==> config.mk <==
export PLATFORM = sky130hd
export DESIGN_NAME = fltf_bank
export DESIGN_NICKNAME = d
export VERILOG_FILES = /design/src/inc/fltf_pkg.sv /design/src/logic/fltf_bank.sv /design/src/logic/fltf_sync.sv
export VERILOG_INCLUDE_DIRS = /design/src /design/src/inc
export SDC_FILE = /design/constraint.sdc
export NUM_CORES = 1
export LEC_CHECK = 0
export BUFFER_PORTS_ARGS = -buffer_cell sky130_fd_sc_hd__buf_2
export CORE_UTILIZATION = 50
export CTS_CLUSTER_SIZE = 10
export DETAILED_ROUTE_END_ITERATION = 10
export GPL_TIMING_DRIVEN = 0
export PLACE_DENSITY = 0.72
export SKIP_CTS_REPAIR_TIMING = 1
export SYNTH_ARGS = -nofsm -noshare
export SYNTH_HDL_FRONTEND = slang
export SYNTH_SLANG_ARGS = --single-unit
==> constraint.sdc <==
create_clock -name clk -period 2.3 [get_ports clk]
set_clock_uncertainty 0.05 [all_clocks]
set_input_delay 0.23 -clock clk [delete_from_list [all_inputs] [get_ports clk]]
set_output_delay 0.23 -clock clk [all_outputs]
set_load 0.02 [all_outputs]
==> src/inc/fltf_regs.svh <==
// Register offsets, field positions, reset values and timing for the flag bank.
`ifndef FLTF_REGS_SVH
`define FLTF_REGS_SVH
`define FLTF_OFS_MAX 8'h05
`define FLTF_OFS_TORCH 8'h07
`define FLTF_OFS_FLAGA 8'h08
`define FLTF_OFS_FLAGB 8'h09
`define FLTF_TORCH_RST 8'h00
`define FLTF_MAX_RST 3'h7
`define FLTF_FLAGB_RST 8'h30
`define FLTF_TORCH_PIN_BIT 7
`define FLTF_LVL_OFF 7'h00
`define FLTF_LVL_FULL 7'h7F
`define FLTF_B_RESERVED 7
`define FLTF_B_SWRST 6
`define FLTF_B_FSD_EN 5
`define FLTF_B_TSHORT_EN 4
`define FLTF_B_SECOND_LED_CHANNEL_SHORT 3
`define FLTF_B_FIRST_LED_CHANNEL_SHORT 2
`define FLTF_B_TSHORT 1
`define FLTF_B_TOPEN 0
`define FLTF_FAULT_MASK 8'hE7
`define FLTF_B_WR_MASK 8'h70
`define FLTF_B_RC_MASK 8'h03
`define FLTF_SYNC_STAGES 3
`endif

==> src/inc/fltf_pkg.sv <==
// Types shared by the flag bank design.
package fltf_pkg;
	typedef enum logic [1:0] {
		FLTF_RUN = 2'b00,
		FLTF_HALT = 2'b01,
		FLTF_OFF = 2'b10
	} fltf_run_t;

	typedef struct packed {
		logic [7:0] torch;
		logic [2:0] max_torch;
		logic [7:0] flag_a;
		logic [7:0] flag_b;
		logic [7:0] rdata;
		fltf_run_t run;
		logic torch_on;
		logic [6:0] first_led_channel_lvl;
		logic [6:0] second_led_channel_lvl;
		logic shutdown;
	} fltf_state_t;
endpackage : fltf_pkg

==> src/logic/fltf_bank.sv <==
// Torch control and fault flag register bank of a dual LED flash driver.
`timescale 1ns/1ns
`include "fltf_regs.svh"
module fltf_bank
	import fltf_pkg::*;
(
	// Clock and reset.
	input wire logic clk,
	input wire logic rst_b,
	// Register port from the serial bus engine.
	input wire logic [7:0] reg_addr,
	input wire logic reg_wr,
	input wire logic [7:0] reg_wdata,
	input wire logic reg_rd,
	output logic [7:0] reg_rdata,
	// Host disable written over the bus elsewhere.
	input wire logic host_disable,
	// Hardware torch pin.
	input wire logic torch_pin,
	// Analog detector levels.
	input wire logic output_overvoltage_guard,
	input wire logic thermistor_trip_flag,
	input wire logic thermal_shutdown,
	input wire logic inductor_current_limit_event,
	input wire logic input_voltage_flash_monitor,
	input wire logic undervoltage_lockout,
	input wire logic output_short_flag,
	input wire logic flash_timeout,
	input wire logic second_led_channel_short,
	input wire logic first_led_channel_short,
	input wire logic thermistor_sense_low,
	input wire logic thermistor_sense_high,
	// Operating state and currents.
	output logic torch_on,
	output logic [6:0] first_led_channel_level,
	output logic [6:0] second_led_channel_level,
	output logic fault_shutdown,
	output logic op_halted
);
	localparam int NIN = 13;

	logic [NIN-1:0] raw_in;
	logic [NIN-1:0] syn;
	fltf_state_t s_q;
	fltf_state_t s_d;

	assign raw_in = {torch_pin, thermistor_sense_high, thermistor_sense_low,
		first_led_channel_short, second_led_channel_short, flash_timeout,
		output_short_flag, undervoltage_lockout,
		input_voltage_flash_monitor, inductor_current_limit_event,
		thermal_shutdown, thermistor_trip_flag, output_overvoltage_guard};

	fltf_sync #(
		.WIDTH(NIN)
	) u_sync (
		.clk(clk),
		.rst_b(rst_b),
		.din(raw_in),
		.dout(syn)
	);

	// Maps the three-bit-coarse maximum torch code onto the seven-bit scale.
	function automatic logic [6:0] max_to_lvl(input logic [2:0] m);
		max_to_lvl = {m, 4'hF};
	endfunction : max_to_lvl

	// Detector picture of the first flag register, bit 7 down to bit 0.
	function automatic logic [7:0] flag_a_now(input logic [NIN-1:0] v);
		flag_a_now = {v[0], v[1], v[2], v[3], v[4], v[5], v[6], v[7]};
	endfunction : flag_a_now

	logic [7:0] a_now;
	logic [7:0] b_now;
	logic rd_a;
	logic rd_b;
	logic [6:0] lvl;
	logic [6:0] mx;
	logic fault_any;

	always_comb begin
		s_d = s_q;
		a_now = flag_a_now(syn);
		b_now = 8'h00;
		b_now[`FLTF_B_SECOND_LED_CHANNEL_SHORT] = syn[8];
		b_now[`FLTF_B_FIRST_LED_CHANNEL_SHORT] = syn[9];
		b_now[`FLTF_B_TSHORT] = syn[10] & s_q.flag_b[`FLTF_B_TSHORT_EN];
		b_now[`FLTF_B_TOPEN] = syn[11];
		rd_a = reg_rd && (reg_addr == `FLTF_OFS_FLAGA);
		rd_b = reg_rd && (reg_addr == `FLTF_OFS_FLAGB);

		unique case (reg_addr)
			`FLTF_OFS_TORCH: s_d.rdata = s_q.torch;
			`FLTF_OFS_FLAGA: s_d.rdata = s_q.flag_a;
			`FLTF_OFS_FLAGB: s_d.rdata = s_q.flag_b & ~(8'h01 << `FLTF_B_RESERVED);
			default: s_d.rdata = 8'h00;
		endcase

		// Reads clear the first flag register and bits 1:0 of the second, but a condition still present sets again; set wins.
		if (rd_a) begin
			s_d.flag_a = 8'h00;
		end
		s_d.flag_a = s_d.flag_a | a_now;
		if (rd_b) begin
			s_d.flag_b = s_q.flag_b & ~`FLTF_B_RC_MASK;
		end
		s_d.flag_b = s_d.flag_b | b_now;

		if (reg_wr && reg_addr == `FLTF_OFS_TORCH) begin
			s_d.torch = reg_wdata;
		end
		if (reg_wr && reg_addr == `FLTF_OFS_MAX) begin
			s_d.max_torch = reg_wdata[6:4];
		end
		if (reg_wr && reg_addr == `FLTF_OFS_FLAGB) begin
			s_d.flag_b = (s_d.flag_b & ~`FLTF_B_WR_MASK)
				| (reg_wdata & `FLTF_B_WR_MASK);
		end

		// Faults halt operation when shutdown is enabled, or stop it while host disable is set.
		fault_any = (|(s_q.flag_a & `FLTF_FAULT_MASK))
			| (|s_q.flag_b[`FLTF_B_SECOND_LED_CHANNEL_SHORT:`FLTF_B_TSHORT]);
		unique case (s_q.run)
			FLTF_RUN: begin
				if (fault_any && s_q.flag_b[`FLTF_B_FSD_EN]) begin
					s_d.run = FLTF_HALT;
				end else if (fault_any && host_disable) begin
					s_d.run = FLTF_OFF;
				end
			end
			FLTF_HALT: begin
				if (rd_a) begin
					s_d.run = FLTF_RUN;
				end
			end
			FLTF_OFF: begin
				if (!host_disable) begin
					s_d.run = FLTF_RUN;
				end
			end
			default: s_d.run = FLTF_RUN;
		endcase
		s_d.shutdown = (s_d.run != FLTF_RUN);

		// Level mapping and split between the two LED channels.
		lvl = s_q.torch[6:0];
		mx = max_to_lvl(s_q.max_torch);
		s_d.torch_on = s_q.torch[`FLTF_TORCH_PIN_BIT] & syn[12]
			& (s_q.run == FLTF_RUN);
		if (lvl == `FLTF_LVL_OFF) begin
			s_d.first_led_channel_lvl = 7'h00;
			s_d.second_led_channel_lvl = mx;
		end else if (lvl == `FLTF_LVL_FULL) begin
			s_d.first_led_channel_lvl = mx;
			s_d.second_led_channel_lvl = 7'h00;
		end else if (mx < lvl) begin
			s_d.first_led_channel_lvl = mx;
			s_d.second_led_channel_lvl = 7'h00;
		end else begin
			s_d.first_led_channel_lvl = lvl;
			s_d.second_led_channel_lvl = mx - lvl;
		end

		// Software reset returns the registers and run state to defaults; the bit self-clears.
		if (reg_wr && reg_addr == `FLTF_OFS_FLAGB
			&& reg_wdata[`FLTF_B_SWRST]) begin
			s_d.torch = `FLTF_TORCH_RST;
			s_d.max_torch = `FLTF_MAX_RST;
			s_d.flag_a = 8'h00;
			s_d.flag_b = `FLTF_FLAGB_RST;
			s_d.run = FLTF_RUN;
			s_d.shutdown = 1'b0;
			s_d.torch_on = 1'b0;
		end
	end

	always_ff @(posedge clk or negedge rst_b) begin
		if (!rst_b) begin
			s_q.torch <= `FLTF_TORCH_RST;
			s_q.max_torch <= `FLTF_MAX_RST;
			s_q.flag_a <= 8'h00;
			s_q.flag_b <= `FLTF_FLAGB_RST;
			s_q.rdata <= 8'h00;
			s_q.run <= FLTF_RUN;
			s_q.torch_on <= 1'b0;
			s_q.first_led_channel_lvl <= 7'h00;
			s_q.second_led_channel_lvl <= 7'h00;
			s_q.shutdown <= 1'b0;
		end else begin
			s_q <= s_d;
		end
	end

	assign reg_rdata = s_q.rdata;
	assign torch_on = s_q.torch_on;
	assign first_led_channel_level = s_q.first_led_channel_lvl;
	assign second_led_channel_level = s_q.second_led_channel_lvl;
	assign fault_shutdown = s_q.shutdown;
	assign op_halted = s_q.shutdown;
endmodule : fltf_bank

==> src/logic/fltf_sync.sv <==
// Three-stage input synchroniser; a change counts once stages two and three agree.
`timescale 1ns/1ns
module fltf_sync #(
	parameter int WIDTH = 16
) (
	// Clock and reset.
	input wire logic clk,
	input wire logic rst_b,
	// Raw and filtered levels.
	input wire logic [WIDTH-1:0] din,
	output logic [WIDTH-1:0] dout
);
	logic [WIDTH-1:0] s1_q;
	logic [WIDTH-1:0] s2_q;
	logic [WIDTH-1:0] s3_q;
	logic [WIDTH-1:0] out_q;

	always_ff @(posedge clk or negedge rst_b) begin
		if (!rst_b) begin
			s1_q <= '0;
			s2_q <= '0;
			s3_q <= '0;
			out_q <= '0;
		end else begin
			s1_q <= din;
			s2_q <= s1_q;
			s3_q <= s2_q;
			for (int i = 0; i < WIDTH; i++) begin
				if (s2_q[i] == s3_q[i]) begin
					out_q[i] <= s3_q[i];
				end
			end
		end
	end

	assign dout = out_q;
endmodule : fltf_sync

==> results by group, run 1 <==
Routing
  – Final ANT Viol Nets: 0
  – DR WL/cell: ~13 um
  – Detailed Route Iter0 Violations: approximately 120
  – DRT Wirelength: approximately 6200 um
  – # DRC: 0
  – DRT Pass-1 Iters: 4
  – Vias per cell: around 5
  – Via Count: between 2000 and 2500

Synthesis
  – Yosys top cell area share: approximately two thirds
  – Largest area contributor in the netlist: dfrtp_1
  – Synth area leaders: dfrtp_1, buf_4, nor2_1
  – Yosys Warn Count: 0
  – Post-synthesis sequential area ratio: around two thirds
  – Post-Syn Nets: 325
  – Synthesized area per cell: 13.2 um^2
  – Syn Inst Count: approximately 290
  – Synth Cell Area: between 3000 and 4000 um^2
  – Register bit total from synthesis: 103
  – Unique cell type count in the Yosys netlist: 42

Power
  – PwrDens: about 800 nW/um^2
  – Cell internal pwr: between 2 and 3 mW
  – Gate power share: between 10% and 20%
  – VDD IR-drop max: approximately 410 uV
  – Psw: between 0.8 and 0.9 mW
  – Sw frac: between 20% and 30%
  – Sequential power share: between 50% and 60%
  – Leak Pwr: 2.16 nW
  – Clock share of power: 31.0%

Run status
  – Status: finished, final reports clean

Worst setup path
  – Critical Path Source Type: flip-flop
  – Crit path kind: flip-flop to flip-flop
  – Crit path DAT: around 2.2 ns
  – Crit. End Element: flip-flop
  – Worst Path Max Fanout: 7
  – WP data required: between 2 and 2.5 ns

Global route
  – Global route overflow: 0
  – Antenna violations before repair: 0
  – Pin count of the biggest net entering global routing: between 60 and 70
  – First-pass GRT wire length: ~10000 um
  – All-Layer GR Usage: 17.5%
  – Vias in the first global route: approximately 2100

Worst hold path
  – Hold Crit Class: input port to flip-flop

STA
  – Slack of the critical path: 0.287 ns
  – Rel. slew slack: 51.2%
  – Fin crit period: around 2.0 ns
  – Slew Limit Fails: 0
  – Final Cycle Share: roughly 88%
  – Final Hold Viols: 0
  – Slew @ Worst Pin: ~0.73 ns
  – Fmax: between 400 and 500 MHz
  – RSZ-0062 raised after global routing: no
  – Setup violations, final: 0

Run
  – MaxCap Viol Count: 0

Clocking
  – CTS buffer count: 9
  – CTS tree: built
  – Later-pin clock latency in the skew report: about 0.35 ns
  – Max Root-Sink Buffers: 2
  – CTS sink cnt: about 100
  – Htree depth: 3
  – Clock transition at path regs: approximately 0.09 ns
  – CTS root buf: clkbuf_8

Finish
  – Fillers: about 600
  – Reg area: about 2600 um^2
  – Area growth from synthesis to layout: 20.7%
  – Ant. Diodes: 0
  – Share of cells above drive strength 1: between 30% and 40%
  – Nets: approximately 410
  – Finished Layout Cells: 475
  – Area occupied by multi-input gates: 955 um^2

Die
  – CORE AREA: around 7300 um^2
  – Initial Utilization: between 50% and 60%
  – Die area: around 8000 um^2
  – IO Pins: between 50 and 60
  – Chip height: approximately 90 um
  – Die Width: roughly 89 um
  – FP Rows: 31

Place
  – Port bufs: 58
  – Gpl congestion: 0.792
  – Placed insts: 445
  – DP HPWL: 4200 um
  – Post-place setup slack: about 0.12 ns
-- logic make-up (layout without fill, tap and decap cells) --
family	count (synthesis)	in the layout	synth area share [%]
AO/OA/AOI/OAI	38	38	6.66
XOR/XNOR	1	1	0.232
adder cells (fa/ha/maj)	17	17	4.97
buffers and inverters	41	130	6.49
flip-flops	103	103	68.4
multiplexers	10	10	2.68
AND/OR/NAND/NOR	77	77	10.6
-- path summary, 6_finish.rpt --
kind,end,cells after the start,slack [ns],from
setup / recovery,first_led_channel_level[5],7,0.29,lvl[5]
hold / removal,lvl[6],2,0.05,reg_wr
setup reg to reg,first_led_channel_level[5],7,0.29,lvl[5]
hold reg to reg,u_sync.s2_q[12],0,0.30,u_sync.s1_q[12]
max in group asynchronous,u_sync.dout[6],3,1.10,rst_b
min in group asynchronous,u_sync.s3_q[8],2,0.43,rst_b
-- layout make-up --
type | count | area share (%)
Multi-Input combinational cell | 143 | 20.9
Clock inverter | 4 | 1.18
Timing Repair Buffer | 73 | 9.93
Clock buffer | 12 | 3.18
Buffer | 28 | 4.31
Tap cell | 99 | 2.72
Inverter | 13 | 1.07
Sequential cell | 103 | 56.7
-- worst max-delay path: stages (launching register included) --
cell and delay, ns:
dfrtp_1 0.47, inv_1 0.13, ha_1 0.30, nor2b_1 0.14
o21a_1 0.19, o2bb2ai_2 0.34, mux2i_1 0.23, nor2_1 0.05
-- sequential cells by signal, indices dropped and copies added (netlist names) --
| register | cells |
|---|---|
| s_q | 17 |
| u_sync.dout | 13 |
| u_sync.s1_q | 13 |
| u_sync.s2_q | 13 |
| u_sync.s3_q | 13 |
| reg_rdata | 8 |
| first_led_channel_level | 7 |
| lvl | 7 |
| second_led_channel_level | 7 |
| mx | 3 |
| fault_shutdown | 1 |
| torch_on | 1 |
-- metrics by stage --
step | TNS, ns | cell area (um^2) | utilization, % | hold slack, ns | total power, mW
finish | 0 | 4560 | 62.5 | 0.0469 | 3.60
global route | 0 | 4560 | 62.5 | 0.0478 | 3.79
CTS | 0 | 4410 | 60.5 | -0.112 | 3.61
detailed placement | 0 | 4210 | 57.8 | 0.284 | 2.50
global placement | -2.44 | 4190 | 57.5 | 0.281 | 2.48
floorplan | 0 | 3780 | - | -0.116 | 2.33
-- metal layers --
metal | wire (um) | vias to the layer above | track usage (%)
li1 | - | 1117 | -
met1 | 2800 | 1117 | 22.1
met2 | 3040 | 66 | 28.4
met3 | 261 | 8 | 4.16
met4 | 80 | 0 | 9.24
met5 | 0 | - | 0
-- synthesized netlist by cell type --
master and count:
dfrtp_1 98, nor2_1 38, buf_4 23, a21oi_1 16, nand2_1 15, inv_1 13, maj3_1 13, mux2i_1 9
dfstp_2 5, o21ai_0 5, a22oi_1 4, buf_2 4, a222oi_1 3, ha_1 3, nor2b_1 3, nor3_1 3
a211o_1 2, a22o_1 2, and2_1 2, nand3_1 2, nor4_1 2, o31ai_1 2, a32oi_1 1, and3_1 1
and3b_1 1, clkbuf_1 1, fa_1 1, mux2_2 1, nand2_2 1, nand3_4 1, nand3b_1 1, nand4_1 1
nor2_2 1, nor2_4 1, nor3b_1 1, nor4_4 1, nor4b_4 1, o21a_1 1, o221a_2 1, o2bb2ai_1 1
or3b_2 1, xnor2_1 1
-- layout by cell type, fill, tap and decap left out, types with 2 or more instances in the layout --
cell type,n
dfrtp_1,98
buf_2,61
nor2_1,38
buf_4,24
a21oi_1,16
nand2_1,15
dlygate4sd3_1,14
inv_1,13
maj3_1,13
clkbuf_8,10
mux2i_1,9
o21ai_0,5
dfstp_2,5
a22oi_1,4
nor3_1,3
clkbuf_1,3
nor2b_1,3
a222oi_1,3
ha_1,3
nor4_1,2
and2_1,2
o31ai_1,2
nand3_1,2
a22o_1,2
a211o_1,2
clkinvlp_4,2
-- power by group through the flow --
stage | Clock, mW | Combinational (mW) | Sequential (mW)
2_1_floorplan | 0 | 0.289 | 2.04
3_3_place_gp | 0 | 0.427 | 2.05
3_5_place_dp | 0 | 0.445 | 2.06
4_1_cts | 1.15 | 0.446 | 2.02
5_1_grt | 1.23 | 0.523 | 2.04
6_report | 1.12 | 0.463 | 2.02
No activity file was read; power rests on OpenSTA's default activity.
==> inputs of run 2 (changes only) <==
--- a/config.mk
+++ b/config.mk
@@ -8,9 +8,11 @@
 export LEC_CHECK = 0
 export BUFFER_PORTS_ARGS = -buffer_cell sky130_fd_sc_hd__buf_2
 export CORE_UTILIZATION = 50
+export CTS_BUF_LIST = sky130_fd_sc_hd__clkbuf_4
 export CTS_CLUSTER_SIZE = 10
 export DETAILED_ROUTE_END_ITERATION = 10
 export GPL_TIMING_DRIVEN = 0
+export MAX_ROUTING_LAYER = met4
 export PLACE_DENSITY = 0.72
 export SKIP_CTS_REPAIR_TIMING = 1
 export SYNTH_ARGS = -nofsm -noshare
==> results by group, run 2 (same netlist as run 1, synthesis figures left out) <==
Run status
  – Status: finished, final reports clean

Run
  – MaxCap Viol Count: 0 (unchanged)

Finish
  – Share of cells above drive strength 1: 30.4% (-0.22 points)
  – Area occupied by multi-input gates: 955 um^2 (unchanged)
  – Commonest non-fill, non-tap cell in the layout: dfrtp_1
  – Reg area: 2580 um^2 (unchanged)
  – Max FFs per register: 17 (unchanged)
  – Fillers: 594 (-0.67%)
  – Nets: 415 (+1.5%)
  – Area growth from synthesis to layout: 20.7% (about the same)
  – Ant. Diodes: 0 (unchanged)
  – Largest Register: s_q
  – Final non-filler cell area: 4560 um^2 (about the same)
  – Commonest non-fill, non-tap cells in the layout: dfrtp_1, buf_2, nor2_1, buf_4, dlygate4sd3_1

Routing
  – DR WL/cell: 12.9 um (-0.75%)
  – # DRC: 0 (unchanged)
  – Via Count: 2343 (+1.5%)
  – Final ANT Viol Nets: 0 (unchanged)
  – DRT Wirelength: 6210 um (+0.50%)
  – DRT Pass-1 Iters: 5 (+1)
  – Vias per cell: 4.87 (+0.25%)
  – Detailed Route Iter0 Violations: 108 (-13%)

Worst setup path
  – FF-to-FF End: first_led_channel_level[4]
  – Critical Path Source Type: flip-flop
  – Worst Path Max Fanout: 7 (unchanged)
  – Flop2flop setup slack: 0.30 ns (about the same)
  – Crit. End Element: flip-flop
  – Reg2Reg Depth: 7 (unchanged)
  – Worst reg2reg path startpoint: lvl[5]
  – WP data required: 2.58 ns (+0.09 ns)
  – Crit path kind: flip-flop to flip-flop
  – Crit path DAT: 2.28 ns (+0.08 ns)

Power
  – VDD IR-drop max: 418 uV (+3.0%)
  – PwrDens: 746 nW/um^2 (-5.5%)
  – Leak Pwr: 2.17 nW (+0.14%)

Place
  – Port bufs: 58 (unchanged)
  – DP HPWL: 4200 um (unchanged)
  – Post-place setup slack: 0.119 ns (unchanged)
  – Gpl congestion: 0.803 (+1.4%)
  – Dpl cell area: 4210 um^2 (unchanged)

Die
  – IO Pins: 59 (unchanged)
  – Die area: 7910 um^2 (unchanged)
  – CORE AREA: 7290 um^2 (unchanged)
  – Die Width: 88.9 um (unchanged)
  – Initial Utilization: 51.8% (unchanged)
  – FP Rows: 31 (unchanged)
  – Chip height: 88.9 um (unchanged)

STA
  – Final Cycle Share: 86.9% (-0.64 points)
  – Setup violations, final: 0 (unchanged)
  – Slack of the critical path: 0.302 ns (+0.0146 ns)
  – Fmax: 500 MHz (+0.73%)
  – Fin Hold WS: 0.00850 ns (-0.0384 ns)
  – Rel. slew slack: 50.8% (-0.44 points)
  – Slew Limit Fails: 0 (unchanged)
  – Final Hold Viols: 0 (unchanged)
  – TNS Setup: 0 ns (unchanged)
  – Fin crit period: 2.00 ns (-0.0146 ns)
  – RSZ-0062 raised after global routing: no
  – Slew @ Worst Pin: 0.738 ns (+0.00662 ns)

Clocking
  – Htree depth: 3 (unchanged)
  – Clock transition at path regs: 0.15 ns (+0.06 ns)
  – Max Root-Sink Buffers: 2 (unchanged)
  – CTS tree: built
  – CTS root buf: clkbuf_4
  – CTS buffer count: 9 (unchanged)
  – CTS sink cnt: 103 (unchanged)
  – Later-pin clock latency in the skew report: 0.43 ns (+0.08 ns)

Global route
  – All-Layer GR Usage: 18.1% (+0.56 points)
  – Vias in the first global route: 2102 (-0.57%)
  – Pin count of the biggest net entering global routing: 61 (unchanged)
  – Antenna violations before repair: 0 (unchanged)
  – First-pass GRT wire length: 10000 um (-0.20%)
  – Global route overflow: 0 (unchanged)

Worst hold path
  – Worst hold stages: 3 (+1)
  – Hold wc startpoint: reg_wdata[7]
  – Hold path endpoint: s_q[52]
  – Hold Crit Class: input port to flip-flop
run 2: cell types whose count changed in the layout (fill, tap and decap cells not counted), sizes merged:
cell,previous run,this run
clkinv,0,1
clkbuf,13,12
dlygate4sd3,14,20
run 2: per-stage QoR:
stage                     power (mW)  utilization [%]  cells
after floorplan                 2.33                -    287
after global placement          2.48             57.5    444
after detailed placement        2.50             57.8    445
after CTS                       3.40             59.7    461
after global routing            3.60             62.5    481
final                           3.40             62.5    481
run 2: cell type report:
| type | instances | share of cell area (%) |
|---|---|---|
| Timing Repair Buffer | 79 | 11.2 |
| Multi-Input combinational cell | 143 | 20.9 |
| Clock inverter | 5 | 1.26 |
| Buffer | 28 | 4.31 |
| Sequential cell | 103 | 56.7 |
| Inverter | 13 | 1.07 |
| Clock buffer | 11 | 1.81 |
| Tap cell | 99 | 2.72 |
run 2: worst max path at each step:
| stage | startpoint | end | cells after the start |
|---|---|---|---|
| 6_report | lvl[5] | first_led_channel_level[4] | 7 |
| 4_1_cts | lvl[5] | first_led_channel_level[5] | 7 |
| 3_3_place_gp | rst_b | u_sync.s1_q[1] | 1 |
| 3_5_place_dp | lvl[5] | first_led_channel_level[5] | 7 |
| 2_1_floorplan | mx[5] | first_led_channel_level[4] | 6 |
| 5_1_grt | lvl[5] | first_led_channel_level[5] | 7 |
run 2: worst max-delay path, stage by stage, from the launching register on:
cell and delay (ns):
dfrtp_1 0.47, inv_1 0.12, ha_1 0.30, nor2b_1 0.14
o21a_1 0.19, o2bb2ai_2 0.34, mux2i_1 0.23, nor2_1 0.06
run 2: where the power goes:
part	leakage (nW)	total [mW]	internal [mW]	switching (mW)
clock	0.0711	0.912	0.357	0.555
combinational	0.887	0.472	0.224	0.248
sequential	1.21	2.02	1.95	0.0713
run 2: metal layers:
| layer | routed length [um] | track usage, % | share of wire, % |
|---|---|---|---|
| met1 | 2740 | 22.3 | 44 |
| met2 | 3040 | 27.6 | 49 |
| met3 | 319 | 5.36 | 5.1 |
| met4 | 114 | 8.80 | 1.8 |
| met5 | 0 | - | 0 |
==> inputs of run 3 (changes only) <==
--- a/config.mk
+++ b/config.mk
@@ -13,7 +13,7 @@
 export DETAILED_ROUTE_END_ITERATION = 10
 export GPL_TIMING_DRIVEN = 0
 export MAX_ROUTING_LAYER = met4
-export PLACE_DENSITY = 0.72
+export PLACE_DENSITY = 0.7
 export SKIP_CTS_REPAIR_TIMING = 1
 export SYNTH_ARGS = -nofsm -noshare
 export SYNTH_HDL_FRONTEND = slang
==> results by group, run 3 (same netlist as run 1, synthesis figures left out) <==
Run status
  – Status: finished, final reports clean

Finish
  – Commonest non-fill, non-tap cells in the layout: dfrtp_1, buf_2, nor2_1, buf_4, dlygate4sd3_1
  – Area growth from synthesis to layout: 20.2%
  – Ant. Diodes: 0 (unchanged)
  – Largest Register: s_q
  – Final non-filler cell area: 4540 um^2 (-0.47%)
  – Nets: 416 (+0.24%)
  – Finished Layout Cells: 482 (+0.21%)
  – Max FFs per register: 17 (unchanged)
  – Share of cells above drive strength 1: 29.8% (-0.60 points)
  – Fillers: 599 (+0.84%)
  – Commonest non-fill, non-tap cell in the layout: dfrtp_1

Clocking
  – CTS buffer count: 9 (unchanged)
  – CTS sink cnt: 103 (unchanged)
  – Clock transition at path regs: 0.15 ns (about the same)
  – CTS root buf: clkbuf_4
  – Htree depth: 3 (unchanged)
  – Later-pin clock latency in the skew report: 0.43 ns (about the same)
  – Max Root-Sink Buffers: 2 (unchanged)
  – CTS tree: built

Global route
  – Vias in the first global route: 2081 (-1.0%)
  – Antenna violations before repair: 0 (unchanged)
  – Pin count of the biggest net entering global routing: 62 (+1.6%)
  – All-Layer GR Usage: 17.6% (-0.54 points)
  – Global route overflow: 0 (unchanged)
  – First-pass GRT wire length: 9840 um (-1.6%)

Place
  – Port bufs: 58 (unchanged)
  – Dpl cell area: 4210 um^2 (unchanged)
  – Gpl congestion: 0.774 (-3.6%)
  – Placed insts: 445 (unchanged)
  – Post-place setup slack: 0.159 ns (+0.0397 ns)
  – DP HPWL: 4140 um (-1.3%)

STA
  – Fin Hold WS: 0.0117 ns (+0.00324 ns)
  – Rel. slew slack: 50.7% (-0.086 points)
  – Setup violations, final: 0 (unchanged)
  – Final Cycle Share: 92.9% (+6.0 points)
  – Slew Limit Fails: 0 (unchanged)
  – Final Hold Viols: 0 (unchanged)
  – Fin crit period: 2.14 ns (+0.138 ns)
  – RSZ-0062 raised after global routing: no
  – Slew @ Worst Pin: 0.739 ns (+0.00129 ns)
  – Fmax: 468 MHz (-6.5%)
  – Slack of the critical path: 0.163 ns (-0.138 ns)

Routing
  – # DRC: 0 (unchanged)
  – Vias per cell: 4.77 (-2.0%)
  – DRT Pass-1 Iters: 4 (-1)
  – DR WL/cell: 12.6 um (-2.6%)
  – Detailed Route Iter0 Violations: 180 (+67%)
  – DRT Wirelength: 6060 um (-2.4%)
  – Final ANT Viol Nets: 0 (unchanged)
  – Via Count: 2300 (-1.8%)

Die
  – CORE AREA: 7290 um^2 (unchanged)
  – Die area: 7910 um^2 (unchanged)
  – Chip height: 88.9 um (unchanged)
  – FP Rows: 31 (unchanged)
  – Die Width: 88.9 um (unchanged)
  – IO Pins: 59 (unchanged)
  – Initial Utilization: 51.8% (unchanged)

Worst setup path
  – Crit path kind: flip-flop to flip-flop
  – Flop2flop setup slack: 0.16 ns (-0.14 ns)
  – FF-to-FF End: first_led_channel_level[5]
  – Crit path DAT: 2.42 ns (+0.14 ns)
  – WP data required: 2.59 ns (about the same)
  – Reg2Reg Depth: 7 (unchanged)
  – Critical Path Source Type: flip-flop
  – Worst reg2reg path startpoint: lvl[5]
  – Crit. End Element: flip-flop
  – Worst Path Max Fanout: 7 (unchanged)

Power
  – Sw frac: 26.1% (+0.41 points)
  – Gate power share: 14.2% (+0.3 points)
  – Psw: 0.853 mW (-2.3%)
  – PnR Total Power: 3.27 mW (-3.9%)
  – Sequential power share: 61.7% (+2.3 points)
  – VDD IR-drop max: 559 uV (+34%)
  – PwrDens: 721 nW/um^2 (-3.4%)
  – Cell internal pwr: 2.42 mW (-4.4%)
  – Clock share of power: 24.1% (-2.7 points)
  – Leak Pwr: 2.16 nW (-0.36%)

Worst hold path
  – Hold path endpoint: lvl[2]
  – Hold Crit Class: input port to flip-flop
  – Worst hold stages: 3 (unchanged)
  – Hold wc startpoint: reg_wdata[2]

Run
  – MaxCap Viol Count: 0 (unchanged)
run 3: how the worst max path moves through the flow:
stage	startpoint	endpoint	slack (ns)	cells past startpoint
final	lvl[5]	first_led_channel_level[5]	0.16	7
after CTS	lvl[5]	first_led_channel_level[4]	0.15	7
after global placement	rst_b	u_sync.s1_q[12]	-0.04	1
after detailed placement	lvl[5]	first_led_channel_level[5]	0.16	7
after floorplan	mx[5]	first_led_channel_level[4]	0.43	6
after global routing	lvl[5]	first_led_channel_level[5]	0.03	7
run 3: metal layers:
metal	global-route usage, %	wire length, um
met1	21.5	2610
met3	6.00	301
met2	27.3	3040
met4	6.30	106
met5	-	0
run 3: critical path, stage by stage (launching register included):
cell	delay, ns
dfrtp_1	0.47
inv_1	0.12
ha_1	0.30
nor2b_1	0.13
o21a_1	0.18
o2bb2ai_1	0.50
mux2i_1	0.25
nor2_1	0.05
run 3: layout make-up:
type	instances	area (um^2)	area share [%]
well taps	99	124	2.73
clock inverters	5	32.5	0.717
repair buffers	80	523	11.5
plain buffers	28	196	4.33
inverters	13	48.8	1.07
multi-input cells	143	948	20.9
flip-flops and latches	103	2580	56.9
clock buffers	11	82.6	1.82
run 3: power by group through the flow:
stage / clock (mW) / sequential (mW) / combinational (mW)
floorplan: 0 / 2.04 / 0.289
global placement: 0 / 2.05 / 0.427
detailed placement: 0 / 2.05 / 0.442
CTS: 0.821 / 2.02 / 0.444
global route: 0.893 / 2.04 / 0.527
finish: 0.789 / 2.02 / 0.466
run 3: metrics by stage:
| step | utilization (%) | setup TNS, ns |
|---|---|---|
| floorplan | - | 0 |
| global placement | 57.5 | -3.21 |
| detailed placement | 57.8 | 0 |
| CTS | 59.4 | 0 |
| global route | 62.3 | 0 |
| finish | 62.3 | 0 |
